### config.mk
export PLATFORM = sky130hd
export DESIGN_NAME = async_serial_port
export DESIGN_NICKNAME = d
export VERILOG_FILES = /design/src/serial_port_pkg.sv /design/src/async_serial_port.sv
export SDC_FILE = /design/constraint.sdc
export NUM_CORES = 1
export LEC_CHECK = 0
export ABC_AREA = 1
export BUFFER_PORTS_ARGS = -buffer_cell sky130_fd_sc_hd__buf_4
export CORE_MARGIN = 1
export CORE_UTILIZATION = 60
export CTS_BUF_LIST = sky130_fd_sc_hd__clkbuf_16
export DETAILED_ROUTE_END_ITERATION = 10
export GPL_TIMING_DRIVEN = 0
export PLACE_DENSITY_LB_ADDON = 0.2
export SLEW_MARGIN = 20
export SYNTH_ARGS = -nofsm -noshare
export SYNTH_HDL_FRONTEND = slang
export SYNTH_SLANG_ARGS = --single-unit
### constraint.sdc
create_clock -name core_clk -period 3.3 [get_ports core_clk]
set_clock_uncertainty 0.15 [all_clocks]
set_input_delay 0.165 -clock core_clk [delete_from_list [all_inputs] [get_ports core_clk]]
set_output_delay 0.165 -clock core_clk [all_outputs]
set_load 0.01 [all_outputs]
### src/serial_port_pkg.sv
// Register map, field positions and timing constants of the asynchronous serial port
package serial_port_pkg;

  // ==========================================================================
  // Register addresses (byte addresses of the plain register port)
  localparam logic [7:0] ADDR_INT_FLAGS = 8'h0c;
  localparam logic [7:0] ADDR_RX_STATUS = 8'h18;
  localparam logic [7:0] ADDR_TX_HOLDING = 8'h19;
  localparam logic [7:0] ADDR_RX_DATA = 8'h1a;
  localparam logic [7:0] ADDR_INT_ENABLES = 8'h8c;
  localparam logic [7:0] ADDR_TX_STATUS = 8'h98;
  localparam logic [7:0] ADDR_BAUD_DIVISOR = 8'h99;

  // ==========================================================================
  // Receive status and control fields
  localparam int RS_PORT_EN = 7;
  localparam int RS_RX_NINE = 6;
  localparam int RS_SINGLE_RX = 5;
  localparam int RS_CONT_RX = 4;
  localparam int RS_ADDR_DET = 3;
  localparam int RS_FRAME_ERR = 2;
  localparam int RS_OVERRUN = 1;
  localparam int RS_RX_NINTH = 0;

  // Transmit status and control fields
  localparam int TS_CLK_SRC = 7;
  localparam int TS_TX_NINE = 6;
  localparam int TS_TX_EN = 5;
  localparam int TS_SYNC = 4;
  localparam int TS_HIGH_SPEED = 2;
  localparam int TS_SHIFT_EMPTY = 1;
  localparam int TS_TX_NINTH = 0;

  // Interrupt flag and enable fields
  localparam int IF_RX_READY = 5;
  localparam int IF_TX_EMPTY = 4;

  // ==========================================================================
  // Reset values
  localparam logic [7:0] RST_TX_STATUS = 8'h02;
  localparam logic [7:0] RST_ZERO = 8'h00;

  // ==========================================================================
  // Baud and sampling constants
  localparam logic [5:0] PRESCALE_FAST = 6'h00; // x16 tick: every divisor period
  localparam logic [5:0] PRESCALE_SLOW = 6'h03; // x64: four divisor periods per tick
  localparam logic [3:0] TICKS_PER_BIT = 4'hf;  // Last of 16 ticks in a bit
  localparam logic [3:0] MID_BIT_TICK = 4'h7;   // Sample point inside a bit
  localparam logic [3:0] BITS_EIGHT = 4'h8;
  localparam logic [3:0] BITS_NINE = 4'h9;

  typedef enum logic [1:0] {
    LINK_IDLE = 2'b00,
    LINK_START = 2'b01,
    LINK_DATA = 2'b10,
    LINK_STOP = 2'b11
  } link_state_t;

endpackage : serial_port_pkg

### src/async_serial_port.sv
// Asynchronous serial port: baud generator, transmitter, receiver, two-entry FIFO
`timescale 1ns/1ps
module async_serial_port
  import serial_port_pkg::*;
#(
  parameter int FIFO_DEPTH = 2
) (
  input wire logic core_clk,
  input wire logic reset,
  input wire logic [7:0] regAddr,
  input wire logic [7:0] regWrData,
  input wire logic regWrite,
  input wire logic regRead,
  output logic [7:0] regRdData,
  input wire logic serialInPin,
  output logic serialOutPin,
  output logic serialOutEnable,
  output logic rxInterrupt,
  output logic txInterrupt
);

  // ==========================================================================
  // Elaboration checks
  if (FIFO_DEPTH != 2) begin : g_depth_check
    $error("FIFO_DEPTH must be 2");
  end

  // ==========================================================================
  // Software-visible control registers
  logic [7:0] baudDivisor_r;
  logic [7:0] intEnables_r;
  logic portEnable_r, rxNine_r, singleRx_r, contRx_r, addrDetect_r;
  logic clkSrc_r, txNine_r, txEnable_r, syncMode_r, highSpeed_r, txNinth_r;
  logic txEmptyFlag_r;
  logic overrun_r;

  logic wrRxStatus, wrTxStatus, wrHolding, wrBaud, wrEnables, rdRxData;
  assign wrRxStatus = regWrite && (regAddr == ADDR_RX_STATUS);
  assign wrTxStatus = regWrite && (regAddr == ADDR_TX_STATUS);
  assign wrHolding = regWrite && (regAddr == ADDR_TX_HOLDING);
  assign wrBaud = regWrite && (regAddr == ADDR_BAUD_DIVISOR);
  assign wrEnables = regWrite && (regAddr == ADDR_INT_ENABLES);
  assign rdRxData = regRead && (regAddr == ADDR_RX_DATA);

  // Async operation needs port enabled and sync mode off
  logic asyncOn;
  assign asyncOn = portEnable_r && !syncMode_r;

  // Plain control bits: written straight from the bus
  always_ff @(posedge core_clk) begin
    if (reset) begin
      baudDivisor_r <= RST_ZERO;
      intEnables_r <= RST_ZERO;
      {portEnable_r, rxNine_r, singleRx_r, contRx_r, addrDetect_r} <= 5'h00;
      {clkSrc_r, txNine_r, txEnable_r, syncMode_r, highSpeed_r, txNinth_r} <= 6'h00;
    end else begin
      if (wrBaud) baudDivisor_r <= regWrData;
      if (wrEnables) intEnables_r <= regWrData;
      if (wrRxStatus) begin
        portEnable_r <= regWrData[RS_PORT_EN];
        rxNine_r <= regWrData[RS_RX_NINE];
        singleRx_r <= regWrData[RS_SINGLE_RX];
        contRx_r <= regWrData[RS_CONT_RX];
        addrDetect_r <= regWrData[RS_ADDR_DET];
      end
      if (wrTxStatus) begin
        clkSrc_r <= regWrData[TS_CLK_SRC];
        txNine_r <= regWrData[TS_TX_NINE];
        txEnable_r <= regWrData[TS_TX_EN];
        syncMode_r <= regWrData[TS_SYNC];
        highSpeed_r <= regWrData[TS_HIGH_SPEED];
        txNinth_r <= regWrData[TS_TX_NINTH];
      end
    end
  end

  // ==========================================================================
  // Baud generator: divisor+1 clocks per period, prescaled for x64
  logic [7:0] baudCnt_r;
  logic [5:0] preCnt_r;
  logic sampleTick;
  logic baudRun;
  assign baudRun = txEnable_r || contRx_r;
  // A prescale count already past the limit after a speed change in mid-run ends the
  // period at once, instead of wrapping round the whole counter first
  assign sampleTick = baudRun && (baudCnt_r == 8'h00)
                      && (preCnt_r >= (highSpeed_r ? PRESCALE_FAST : PRESCALE_SLOW));

  // Held in reset while both directions are off
  always_ff @(posedge core_clk) begin
    if (reset || !baudRun) begin
      baudCnt_r <= RST_ZERO;
      preCnt_r <= 6'h00;
    end else if (baudCnt_r == 8'h00) begin
      // Reload on expiry: one period is the divisor plus one clocks
      baudCnt_r <= baudDivisor_r;
      preCnt_r <= sampleTick ? 6'h00 : preCnt_r + 6'h01;
    end else begin
      baudCnt_r <= baudCnt_r - 8'h01;
    end
  end

  // ==========================================================================
  // Transmitter
  // Holding register and full flag decouple software from the shifter
  logic [7:0] txHolding_r;
  logic txHoldFull_r;
  logic [8:0] txShift_r;
  logic [3:0] txTick_r, txBits_r;
  link_state_t txState_r;
  logic txLoad;
  // Shifter takes a byte only between frames, so a stop bit is never cut short
  assign txLoad = txEnable_r && asyncOn && txHoldFull_r && (txState_r == LINK_IDLE);

  // Holding register and its empty flag; the write wins over a same-cycle load
  always_ff @(posedge core_clk) begin
    if (reset) begin
      txHolding_r <= RST_ZERO;
      txHoldFull_r <= 1'b0;
      txEmptyFlag_r <= 1'b0;
    end else begin
      if (wrHolding) txHolding_r <= regWrData;
      if (wrHolding) begin
        txHoldFull_r <= 1'b1;
        txEmptyFlag_r <= 1'b0;
      end else if (txLoad) begin
        txHoldFull_r <= 1'b0;
        txEmptyFlag_r <= 1'b1;
      end else if (wrTxStatus && regWrData[TS_TX_EN] && !txHoldFull_r) begin
        txEmptyFlag_r <= 1'b1;
      end
    end
  end

  // Transmit shifter; clearing transmit enable aborts and resets it
  always_ff @(posedge core_clk) begin
    if (reset || !txEnable_r || !asyncOn) begin
      txState_r <= LINK_IDLE;
      txShift_r <= 9'h000;
      txTick_r <= 4'h0;
      txBits_r <= 4'h0;
      serialOutPin <= 1'b1;
    end else begin
      unique case (txState_r)
        LINK_IDLE: begin
          serialOutPin <= 1'b1;
          if (txLoad) begin
            txShift_r <= {txNinth_r, txHolding_r};
            txState_r <= LINK_START;
            txTick_r <= 4'h0;
          end
        end
        LINK_START: begin
          serialOutPin <= 1'b0;
          if (sampleTick) begin
            txTick_r <= txTick_r + 4'h1;
            if (txTick_r == TICKS_PER_BIT) begin
              txState_r <= LINK_DATA;
              txBits_r <= 4'h0;
            end
          end
        end
        LINK_DATA: begin
          serialOutPin <= txShift_r[0];
          if (sampleTick) begin
            txTick_r <= txTick_r + 4'h1;
            if (txTick_r == TICKS_PER_BIT) begin
              txShift_r <= {1'b0, txShift_r[8:1]};
              txBits_r <= txBits_r + 4'h1;
              if (txBits_r == (txNine_r ? BITS_NINE : BITS_EIGHT) - 4'h1) begin
                txState_r <= LINK_STOP;
              end
            end
          end
        end
        LINK_STOP: begin
          serialOutPin <= 1'b1;
          if (sampleTick) begin
            txTick_r <= txTick_r + 4'h1;
            if (txTick_r == TICKS_PER_BIT) txState_r <= LINK_IDLE;
          end
        end
      endcase
    end
  end

  // Pin driven only while the async transmitter is enabled
  always_ff @(posedge core_clk) begin
    if (reset) serialOutEnable <= 1'b0;
    else serialOutEnable <= txEnable_r && asyncOn;
  end

  // ==========================================================================
  // Receive pin synchroniser
  // Both flops reset to the idle level, so no false start follows reset
  logic rxMeta_r, rxSync_r;
  always_ff @(posedge core_clk) begin
    if (reset) begin
      rxMeta_r <= 1'b1;
      rxSync_r <= 1'b1;
    end else begin
      rxMeta_r <= serialInPin;
      rxSync_r <= rxMeta_r;
    end
  end

  // ==========================================================================
  // Receiver: oversampled recovery into the receive shift register
  logic rxRun;
  assign rxRun = asyncOn && contRx_r;
  link_state_t rxState_r;
  logic [3:0] rxTick_r, rxBits_r;
  logic [8:0] rxShift_r;
  logic rxDone, rxStopBit;
  // End of character: middle of the stop bit, where the framing check is made
  assign rxDone = (rxState_r == LINK_STOP) && sampleTick && (rxTick_r == MID_BIT_TICK);
  assign rxStopBit = rxSync_r;

  // Mid-bit sampling on the x16 tick; a short start pulse is rejected as noise
  always_ff @(posedge core_clk) begin
    if (reset || !rxRun) begin
      rxState_r <= LINK_IDLE;
      rxTick_r <= 4'h0;
      rxBits_r <= 4'h0;
      rxShift_r <= 9'h000;
    end else if (sampleTick) begin
      rxTick_r <= rxTick_r + 4'h1;
      unique case (rxState_r)
        LINK_IDLE: begin
          rxTick_r <= 4'h0;
          if (!rxSync_r) rxState_r <= LINK_START;
        end
        LINK_START: begin
          if (rxTick_r == MID_BIT_TICK) begin
            if (rxSync_r) rxState_r <= LINK_IDLE;
          end else if (rxTick_r == TICKS_PER_BIT) begin
            rxState_r <= LINK_DATA;
            rxBits_r <= 4'h0;
          end
        end
        LINK_DATA: begin
          if (rxTick_r == MID_BIT_TICK) begin
            // Nine-bit mode shifts into bit 8; eight-bit mode keeps bit 8 clear
            rxShift_r <= rxNine_r ? {rxSync_r, rxShift_r[8:1]}
                                  : {1'b0, rxSync_r, rxShift_r[7:1]};
            rxBits_r <= rxBits_r + 4'h1;
          end else if (rxTick_r == TICKS_PER_BIT
                       && rxBits_r == (rxNine_r ? BITS_NINE : BITS_EIGHT)) begin
            rxState_r <= LINK_STOP;
          end
        end
        LINK_STOP: begin
          if (rxTick_r == MID_BIT_TICK) rxState_r <= LINK_IDLE;
        end
      endcase
    end
  end

  // ==========================================================================
  // Two-entry receive FIFO with per-entry framing and ninth bits
  logic [9:0] fifoMem_r [FIFO_DEPTH];
  logic [1:0] fifoCount_r;
  logic fifoHead_r;
  logic acceptChar, pushChar, popChar;
  logic fifoTail;
  // Fill levels; the count is one bit wider than the slot index
  localparam logic [1:0] FIFO_EMPTY = 2'd0;
  localparam logic [1:0] FIFO_FULL = 2'(FIFO_DEPTH);
  // In nine-bit mode, address detect keeps only characters whose ninth bit is set
  assign acceptChar = !(rxNine_r && addrDetect_r && !rxShift_r[8]);
  // A read of an empty store pops nothing and returns zero
  assign popChar = rdRxData && (fifoCount_r != FIFO_EMPTY);
  assign pushChar = rxDone && acceptChar && !overrun_r
                    && (fifoCount_r != FIFO_FULL || popChar);
  // Free slot lies count places past the head; a same-cycle pop does not move it
  assign fifoTail = fifoHead_r ^ fifoCount_r[0];

  function automatic logic nextSlot(input logic idx);
    nextSlot = ~idx;
  endfunction : nextSlot

  // Entry layout: framing error, ninth bit, data byte
  always_ff @(posedge core_clk) begin
    if (reset || !rxRun) begin
      fifoCount_r <= 2'd0;
      fifoHead_r <= 1'b0;
      for (int i = 0; i < FIFO_DEPTH; i++) fifoMem_r[i] <= 10'h000;
    end else begin
      if (pushChar) begin
        fifoMem_r[fifoTail] <= {~rxStopBit, rxShift_r};
      end
      if (popChar) fifoHead_r <= nextSlot(fifoHead_r);
      // Net change, so a push and a pop in one cycle leave the count as it is
      fifoCount_r <= fifoCount_r + {1'b0, pushChar} - {1'b0, popChar};
    end
  end

  // Overrun: only a drop of continuous enable clears it
  always_ff @(posedge core_clk) begin
    if (reset || !contRx_r) overrun_r <= 1'b0;
    // A pop in the same cycle frees a slot, so that character is kept, not lost
    else if (rxDone && acceptChar && fifoCount_r == FIFO_FULL && !popChar) overrun_r <= 1'b1;
  end

  logic rxReady;
  // Ready is simply not-empty, so it drops on the read that drains the store
  assign rxReady = (fifoCount_r != FIFO_EMPTY);
  // Status bits of the head entry stand until the data read moves the head
  logic [9:0] headEntry;
  assign headEntry = fifoMem_r[fifoHead_r];

  // ==========================================================================
  // Interrupt outputs and read data
  always_ff @(posedge core_clk) begin
    if (reset) begin
      rxInterrupt <= 1'b0;
      txInterrupt <= 1'b0;
    end else begin
      rxInterrupt <= rxReady && intEnables_r[IF_RX_READY];
      txInterrupt <= txEmptyFlag_r && intEnables_r[IF_TX_EMPTY];
    end
  end

  // Read data valid in the cycle after the strobe; unmapped reads return zero
  always_ff @(posedge core_clk) begin
    if (reset) begin
      regRdData <= RST_ZERO;
    end else if (regRead) begin
      unique case (regAddr)
        ADDR_INT_FLAGS: regRdData <= 8'({rxReady, txEmptyFlag_r}) << IF_TX_EMPTY;
        ADDR_RX_STATUS: regRdData <= {portEnable_r, rxNine_r, singleRx_r, contRx_r,
                                      addrDetect_r, headEntry[9] & rxReady, overrun_r,
                                      headEntry[8] & rxReady};
        ADDR_TX_HOLDING: regRdData <= txHolding_r;
        ADDR_RX_DATA: regRdData <= rxReady ? headEntry[7:0] : RST_ZERO;
        ADDR_INT_ENABLES: regRdData <= intEnables_r;
        ADDR_TX_STATUS: regRdData <= {clkSrc_r, txNine_r, txEnable_r, syncMode_r, 1'b0,
                                      highSpeed_r, txState_r == LINK_IDLE,
                                      txNinth_r};
        ADDR_BAUD_DIVISOR: regRdData <= baudDivisor_r;
        default: regRdData <= RST_ZERO;
      endcase
    end else begin
      regRdData <= RST_ZERO;
    end
  end

endmodule : async_serial_port

======== Yosys cells after proc, flatten, opt, wreduce, memory -nomap -nowiden ========
Memories as Yosys holds them, arrays and structs flattened. A register that Yosys moved wholly into a read port is not among the register bits.
Cells that the tools add are included.
operators by class
  add/subtract/negate cells ............... 9
  multiply operators ...................... 0
  divide/modulo/power cells ............... 0
  magnitude comparators ................... 1
  eq/ne operators ......................... 38
  shift-type cells ........................ 0
  mux-type cells .......................... 57
  bitwise gates (word level) .............. 6
  reductions and logical operators ........ 67
operators by type and width
  kind                                                                    number
  8-bit one-hot mux with 7 select lines                                   1
  4-bit 2-to-1 mux                                                        10
  9-bit 2-to-1 mux                                                        4
  2-bit 2-to-1 mux                                                        16
  2-bit inequality test (second input constant)                           15
  1-bit logical AND                                                       28
  8-bit by 5-bit equality test with 1-bit output (second input constant)  3
  8-bit equality test (second input constant)                             3
  4-bit one-hot mux with 2 select lines                                   3
  9-bit one-hot mux with 2 select lines                                   1
  4-bit by 1-bit adder with 4-bit output (second input constant)          4
  8-bit 2-to-1 mux                                                        2
  2-bit one-hot mux with 4 select lines                                   2
  1-bit 2-to-1 mux                                                        15
  2-bit nonzero test                                                      6
  1-bit zero test                                                         11
  2-bit equality test (second input constant)                             5
  10-bit 2-to-1 mux                                                       1
  5-bit AND reduction                                                     2
  10-bit OR reduction                                                     1
  4-bit equality test                                                     2
  4-bit equality test (second input constant)                             2
  8-bit by 4-bit equality test with 1-bit output (second input constant)  1
  8-bit zero test                                                         1
  24 further kinds                                                        39
word-level totals
  bits in registers ....................... 107
  bits in latches ......................... 0
  memory bits (writable) .................. 20
  memory bits (read-only) ................. 0
  input bits .............................. 21
  word-level logic and storage cells ...... 215
  memories ................................ 1
memories
  name       depth  bits a word  read ports  clocked after memory_dff  write ports  line                      text
  fifoMem_r  2      10           1           1                         2            async_serial_port.sv:261  logic [9:0] fifoMem_r [FIFO_DEPTH];

======== Logic depth before layout (Yosys ltp) ========
Gate-level depths: netlist (run 1).
  word-level depth ........................ 13
  depth in mapped cells ................... 16
  depth with buffers taken out ............ 16

======== Worst setup path before layout (run 1) ========
No wires, ideal clock.
  kind .................................... register -> register
  from .................................... reg preCnt_r[0]
  to ...................................... reg fifoCount_r[1]
  setup time .............................. 0.120 ns
  arrival ................................. 2.113 ns
  slack ................................... 0.916 ns
  cell stages (with the launch flop) ...... 16
  path through ............................ dfxtp_1 > inv_1 > ha_1 > o21ai_0 > nand3_1 > nand2_4 > nor2_4 > nand2_2 > nor2_4 > inv_1 > ha_1 > inv_1 > ha_1 > xor2_1 > o21ai_0 > a21oi_1
on the way
  word-level cells in the longest chain between the ends .. 9
ends and longest elaborated chain
  what                                                          line                      text
  start: declaration                                            async_serial_port.sv:80   logic [5:0] preCnt_r;
  start signal: assignment                                      async_serial_port.sv:97   preCnt_r <= sampleTick ? 6'h00 : preCnt_r + 6'h01;
  6-bit by 2-bit greater-or-equal comparator with 1-bit output  async_serial_port.sv:87   && (preCnt_r >= (highSpeed_r ? PRESCALE_FAST : PRESCALE_SLOW));
  1-bit logical AND                                             async_serial_port.sv:87
  1-bit logical AND (2 in a row)                                async_serial_port.sv:216  assign rxDone = (rxState_r == LINK_STOP) && sampleTick && (rxTick_r == MID_BIT_TICK);
  1-bit logical AND (2 in a row)                                async_serial_port.sv:273  assign pushChar = rxDone && acceptChar && !overrun_r
  1-bit logical AND                                             async_serial_port.sv:274  && (fifoCount_r != FIFO_FULL || popChar);
  2-bit by 1-bit adder with 2-bit output                        async_serial_port.sv:294  fifoCount_r <= fifoCount_r + {1'b0, pushChar} - {1'b0, popChar};
  2-bit by 1-bit subtractor with 2-bit output                   async_serial_port.sv:294
  end signal: assignment                                        async_serial_port.sv:294
  end: declaration                                              async_serial_port.sv:262  logic [1:0] fifoCount_r;
No other way between the ends.
A chain may end at the register's enable or synchronous reset.

======== Worst setup path after layout (run 1) ========
  from .................................... reg baudCnt_r[0]
  to ...................................... reg fifoCount_r[1]
on the way
  word-level cells in the longest chain between the ends .. 10
ends and longest elaborated chain
  what                                         line                      text
  start: declaration                           async_serial_port.sv:79   logic [7:0] baudCnt_r;
  start signal: assignment                     async_serial_port.sv:96   baudCnt_r <= baudDivisor_r;
  start signal: assignment                     async_serial_port.sv:99   baudCnt_r <= baudCnt_r - 8'h01;
  8-bit zero test                              async_serial_port.sv:86   assign sampleTick = baudRun && (baudCnt_r == 8'h00)
  1-bit logical AND                            async_serial_port.sv:86
  1-bit logical AND                            async_serial_port.sv:87
  1-bit logical AND (2 in a row)               async_serial_port.sv:216
  1-bit logical AND (2 in a row)               async_serial_port.sv:273
  1-bit logical AND                            async_serial_port.sv:274
  2-bit by 1-bit adder with 2-bit output       async_serial_port.sv:294
  2-bit by 1-bit subtractor with 2-bit output  async_serial_port.sv:294
No other way between the ends.

==> impl_metrics.toml, run 1 <==
[synth]
async_flop_share_pct = 0
synth_edf_count = 20
yosysMostFrequentCell = "nand2_1"
synthTopCellsByArea = "dfxtp_1 (37%), edfxtp_1 (10%), a21oi_1 (9.1%)"
synth_top_area_share_pct = 37.2
syn_nets = 793
syn_area_um2 = 5810
syn_avg_cell_area_um2 = 7.67
synth_area_leader_cell = "dfxtp_1"
ys_seq_area_share_pct = 47.5
synthFlopType = "dfxtp_1"
syn_inst = 758
yosys-top-cells-count = "nand2_1 (124), dfxtp_1 (108), a21oi_1 (106), inv_1 (104), nor2_1 (88)"
ys_ff_latch = 128
ys_types = 45
ys_warn_count = 0

[clock_tree]
path_clk_slew_ns = 0.06
cts_sinks = 128
h-tree-depth = 4
cts.repair.resized = 0
cts_buffers = 17
cts_max_path_buffers = 2
cts_tree = "done"
cts-root-buf = "clkbuf_16"
clock_latency_ns = 0.41

[place]
io_buffers = 31
gp_congestion = 0.971
postPlaceCellArea_um2 = 6200
detailed_place_hpwl_um = 10200

[detailed_routing]
vias = 5171
vias_per_cell = 5.39
firstDrtPassIters = 5
drt_iter0_markers = 292
drt_wl_total_um = 14200
drc = 0
wl_per_cell_um = 14.8
postRouteAntennaNets = 0

[worst_hold_path]
hold_path_class = "input port to flip-flop"
worst_hold_path.num_cells = 3

[setup_path]
r2r_cells = 15
slowest_stage = "dfxtp_1"
crit_arrival_ns = 2.93
cp_cell_sequence = "inv_1 > ha_1 > nand2_2 > nor3_4 > nand2_4 > nor2_4 > nand2_2 > nor2_4 > inv_1 > ha_1 > inv_1 > ha_1 > xor2_1 > o21ai_0 > a21oi_1"
max_stage_delay_ns = 0.31
crit_required_ns = 3.49
cp-start-kind = "flip-flop"
worstPathMaxFanout = 9
endpoint_kind = "flip-flop"
critical_path_class = "flip-flop to flip-flop"

[sta]
fin_crit_sh_pct = 83.0
relSlewSlack_pct = 63.4
rsz0062_at_grt = "no"
tns_ns = 0
setup_viol = 0
slew_violations = 0
worst-slew-pin-transition_ns = 0.544
fin_crit_ns = 2.74
max_freq_ghz = 0.365
hold_viol = 0

[power_and_ir_drop]
leakagePower_nw = 2.63
vdd_drop_max_uv = 450
power_density_nw_per_um2 = 499

[floorplanning]
pin_count = 33
num_rows = 35
core-area_um2 = 9330
die_w_um = 100
fp.dieH_um = 100
start_util_pct = 62.3
die_area_um2 = 10100

[finish]
drive_gt1_share_pct = 10.7
multiInputGateArea_um2 = 2550
design_area_um2 = 6870
seq_area_um2 = 2760
syn_to_final_growth_pct = 18.2
final_util_pct = 73.6
fin_nets = 853
diodes = 0
fillers = 718

[global_routing]
antenna_found_initial = 0
grt_pass1_vias = 5049
grt_max_degree = 17
grt_remaining_overflow = 0
track_usage_pct = 29.8
grt_pass1_wl_um = 23000

[flow_run]
cap_violations = 0

[run_status]
status = "finished, final reports clean"
logic make-up (layout without fill, tap and decap cells):
kind of cell,Yosys count,in the layout,synth area share [%]
compound gates,194,194,17.5
xor+xnor,11,11,1.66
fa+ha+maj,14,14,3.01
buf+inv,126,199,8.53
flops,128,128,47.5
mux,1,1,0.172
simple gates,284,284,21.6
metrics by stage:
step	instances	hold WS, ns	power [mW]	setup WS (ns)
detailed placement	918	0.205	1.68	0.555
finish	960	0.0476	3.43	0.560
CTS	960	0.0265	3.43	0.524
global placement	918	0.202	1.68	0.667
global route	960	0.0606	3.50	0.330
floorplan	758	0.119	1.64	0.916
power breakdown:
part	switching [mW]	leakage, nW	internal, mW
clock network	0.727	0.264	1.04
logic	0.0455	1.25	0.0322
registers	0.00127	1.12	1.58
total	0.773	2.63	2.65
placed cells by master (no fill, tap or decap), types with 17 or more instances in the layout:
cell / Yosys / final
clkbuf_16: 0 / 17
buf_4: 1 / 32
nor2_1: 88 / 88
dfxtp_1: 108 / 108
o21ai_0: 64 / 64
nand3_1: 28 / 28
a21oi_1: 106 / 106
inv_1: 104 / 105
nand2_1: 124 / 124
edfxtp_1: 20 / 20
path summary, 6_finish.rpt:
path | startpoint | end | slack [ns]
hold reg to reg | rxMeta_r | rxStopBit | 0.26
setup reg to reg | baudCnt_r[0] | fifoCount_r[1] | 0.56
setup / recovery | baudCnt_r[0] | fifoCount_r[1] | 0.56
hold / removal | regWrite | intEnables_r[3] | 0.05
routing by layer:
metal	track usage (%)	part of all wire, %
met1	34.5	42
met2	52.9	50
met3	7.45	5.8
met4	11.4	2.5
met5	0	0
sequential cells by signal, indices dropped and copies added (netlist names), 6 cells and up, named ones only:
register       flops
baudDivisor_r      8
baudCnt_r          8
regRdData          8
fifoMem_r         20
preCnt_r           6
intEnables_r       8
txShift_r          9
rxShift_r          9
txHolding_r        8
area by class of cell:
type | count | share of cell area [%]
Sequential cell | 128 | 40.2
Multi-Input combinational cell | 504 | 37.2
Clock buffer | 17 | 6.19
Inverter | 107 | 5.85
Timing Repair Buffer | 41 | 4.85
Tap cell | 129 | 2.35
Clock inverter | 15 | 2.00
Buffer | 19 | 1.37
what timing repair did:
action                                  4_1_cts  5_1_grt
hold buffers                                 10        0
setup buffers                                 0        0
hold endpoints to repair                     36        0
endpoints found under the setup margin        0        0
worst max-delay path, delay by kind of cell, from the launching register on:
kind                     cells  cell delay (ns)
flip-flops                   1             0.31
AO/OA/AOI/OAI                2             0.26
AND/OR/NAND/NOR              6             0.91
buffers and inverters        3             0.19
adder cells (fa/ha/maj)      3             0.65
XOR/XNOR                     1             0.20
Note: power is estimated with default switching activity, not from simulation.
==> run 2: changes to the inputs <==
==> constraint.sdc (replaced) <==
create_clock -name core_clk -period 2.8 [get_ports core_clk]
set_clock_uncertainty 0.15 [all_clocks]
set_input_delay 0.14 -clock core_clk [delete_from_list [all_inputs] [get_ports core_clk]]
set_output_delay 0.14 -clock core_clk [all_outputs]
set_load 0.01 [all_outputs]
==> run 2 against run 1 <==
- sequential share of layout area down 0.24 points
- via count up 0.85%
- wire length up 0.23%
- global-route usage unchanged
- register-to-register slack worse by 0.40 ns
- cell area up 0.64%
- clock power up 17%
- die area unchanged
- flip-flop and latch count unchanged
==> impl_metrics.toml, run 2 (synthesized netlist as in run 1, its figures left out) <==
[run_status]
status = "finished, final reports clean"

[flow_run]
cap_violations = 0

[setup_path]
r2r_cells = 15
crit_arrival_ns = 2.83
max_stage_delay_ns = 0.33
cp-start-kind = "flip-flop"
slowest_stage = "dfxtp_1"
crit_required_ns = 2.99
crit_family = "adder cells"
endpoint_kind = "flip-flop"
r2r-end = "fifoCount_r[1]"
cp_cell_sequence = "inv_1 > ha_1 > o21ai_0 > nand3_1 > nand2_4 > nor2_4 > nand2_2 > nor2_4 > inv_1 > ha_1 > inv_1 > ha_1 > xor2_2 > o21ai_1 > a21oi_1"
r2r-start = "highSpeed_r"
rrSetupSlack_ns = 0.16
worstPathMaxFanout = 7
crit_buf_inv = 3
critical_path_class = "flip-flop to flip-flop"

[global_routing]
grt_remaining_overflow = 0
antenna_found_initial = 0
grt_pass1_wl_um = 23000
grt_pass1_vias = 5049
grt_max_degree = 17
track_usage_pct = 29.8

[clock_tree]
cts_max_path_buffers = 2
cts_tree = "done"
clock_latency_ns = 0.41
cts-root-buf = "clkbuf_16"
cts_buffers = 17
h-tree-depth = 4
cts_sinks = 128
path_clk_slew_ns = 0.06

[sta]
slew_violations = 0
worst-slew-pin-transition_ns = 0.543
hold_viol = 0
relSlewSlack_pct = 63.5
setup_viol = 0
max_freq_ghz = 0.379
whs_ns = 0.0177
fin_crit_ns = 2.64
fin_crit_sh_pct = 94.4

[finish]
drive_gt1_share_pct = 11.6
diodes = 0
top_regs = "fifoMem_r (20), rxShift_r (9), txShift_r (9)"
syn_to_final_growth_pct = 18.9
fin_nets = 857
regMostFlops = "fifoMem_r"
design_area_um2 = 6910
layout_common_cells = "nand2_1 (124), dfxtp_1 (107), a21oi_1 (106)"
layout_commonest_cell = "nand2_1"
largest_register_ffs = 20

[detailed_routing]
firstDrtPassIters = 5
drc = 0
postRouteAntennaNets = 0
wl_per_cell_um = 14.8
drt_iter0_markers = 308
vias_per_cell = 5.41
vias = 5215
drt_wl_total_um = 14200

[floorplanning]
die_area_um2 = 10100
start_util_pct = 62.3
num_rows = 35
pin_count = 33
fp.dieH_um = 100
core-area_um2 = 9330
die_w_um = 100

[worst_hold_path]
hold_path_class = "input port to flip-flop"
worst_hold_path.num_cells = 3
hold_end = "intEnables_r[3]"
min_from = "regWrite"

[place]
io_buffers = 31
postPlaceCellArea_um2 = 6200
detailed_place_hpwl_um = 10200
gp_congestion = 0.971

[power_and_ir_drop]
leakagePower_nw = 2.64
vdd_drop_max_uv = 520
power_density_nw_per_um2 = 583
## run 2: cell types whose count changed in the layout (fill, tap and decap cells not counted)
cell	before	now
xor2_1	7	6
o21ai_1	0	1
dfxtp_2	0	1
ha_1	14	13
nor2_2	4	5
o21ai_0	64	63
xor2_2	0	1
dfxtp_1	108	107
nor2_1	88	87
ha_2	0	1
buf_4	32	36
## run 2: through the flow
stage	TNS [ns]	utilization, %	std cells	worst slack [ns]	total power, mW
2_1_floorplan	0	-	758	0.416	1.94
3_3_place_gp	0	66.5	918	0.167	1.98
3_5_place_dp	0	66.5	918	0.0554	1.98
4_1_cts	0	73.6	960	0.0242	4.04
5_1_grt	-0.0143	74.1	964	-0.0143	4.13
6_report	0	74.1	964	0.158	4.03
## run 2: timing repair
action                     4_1_cts  5_1_grt
setup buffers                    0        4
resized for setup                0        5
hold buffers                    10        0
setup endpoints to repair        0       21
hold endpoints to repair        40        0
## run 2: worst max path at each step
stage / slack [ns] / from / cells after the start / endpoint
3_3_place_gp: 0.17 / baudCnt_r[0] / 15 / fifoCount_r[1]
2_1_floorplan: 0.42 / preCnt_r[0] / 15 / fifoCount_r[1]
4_1_cts: 0.02 / baudCnt_r[0] / 15 / fifoCount_r[1]
5_1_grt: -0.01 / highSpeed_r / 15 / fifoCount_r[1]
6_report: 0.16 / highSpeed_r / 15 / fifoCount_r[1]
3_5_place_dp: 0.06 / baudCnt_r[0] / 15 / fifoCount_r[1]
## run 2: final cells by class
cell class / count / area (um^2)
flip-flops and latches: 128 / 2760
multi-input cells: 504 / 2560
fillers: 713 / 2420
clock buffers: 17 / 425
inverters: 107 / 402
repair buffers: 45 / 363
well taps: 129 / 161
clock inverters: 15 / 138
plain buffers: 19 / 93.8
## run 2: power breakdown
group | leakage [nW] | total (mW) | internal [mW] | switching, mW
Clock | 0.264 | 2.07 | 1.23 | 0.847
Combinational | 1.26 | 0.0915 | 0.0379 | 0.0536
Sequential | 1.12 | 1.87 | 1.86 | 0.00149
## run 2: metal layers
layer | up-vias | track usage (%) | part of all wire (%)
met5 | - | 0 | 0
met4 | 0 | 11.4 | 2.3
met3 | 27 | 7.45 | 5.7
met2 | 150 | 52.9 | 50
met1 | 2422 | 34.5 | 42
li1 | 2616 | - | -
## run 2: worst reg2reg max path, delay by kind of cell, from the launching register on
family	cells	cell delay, ns
AOI/OAI and AO/OA	3	0.31
adders and majority gates	3	0.73
DFF	1	0.33
buffers and inverters	3	0.22
and+or+nand+nor	5	0.66
xor gates and xnor gates	1	0.17
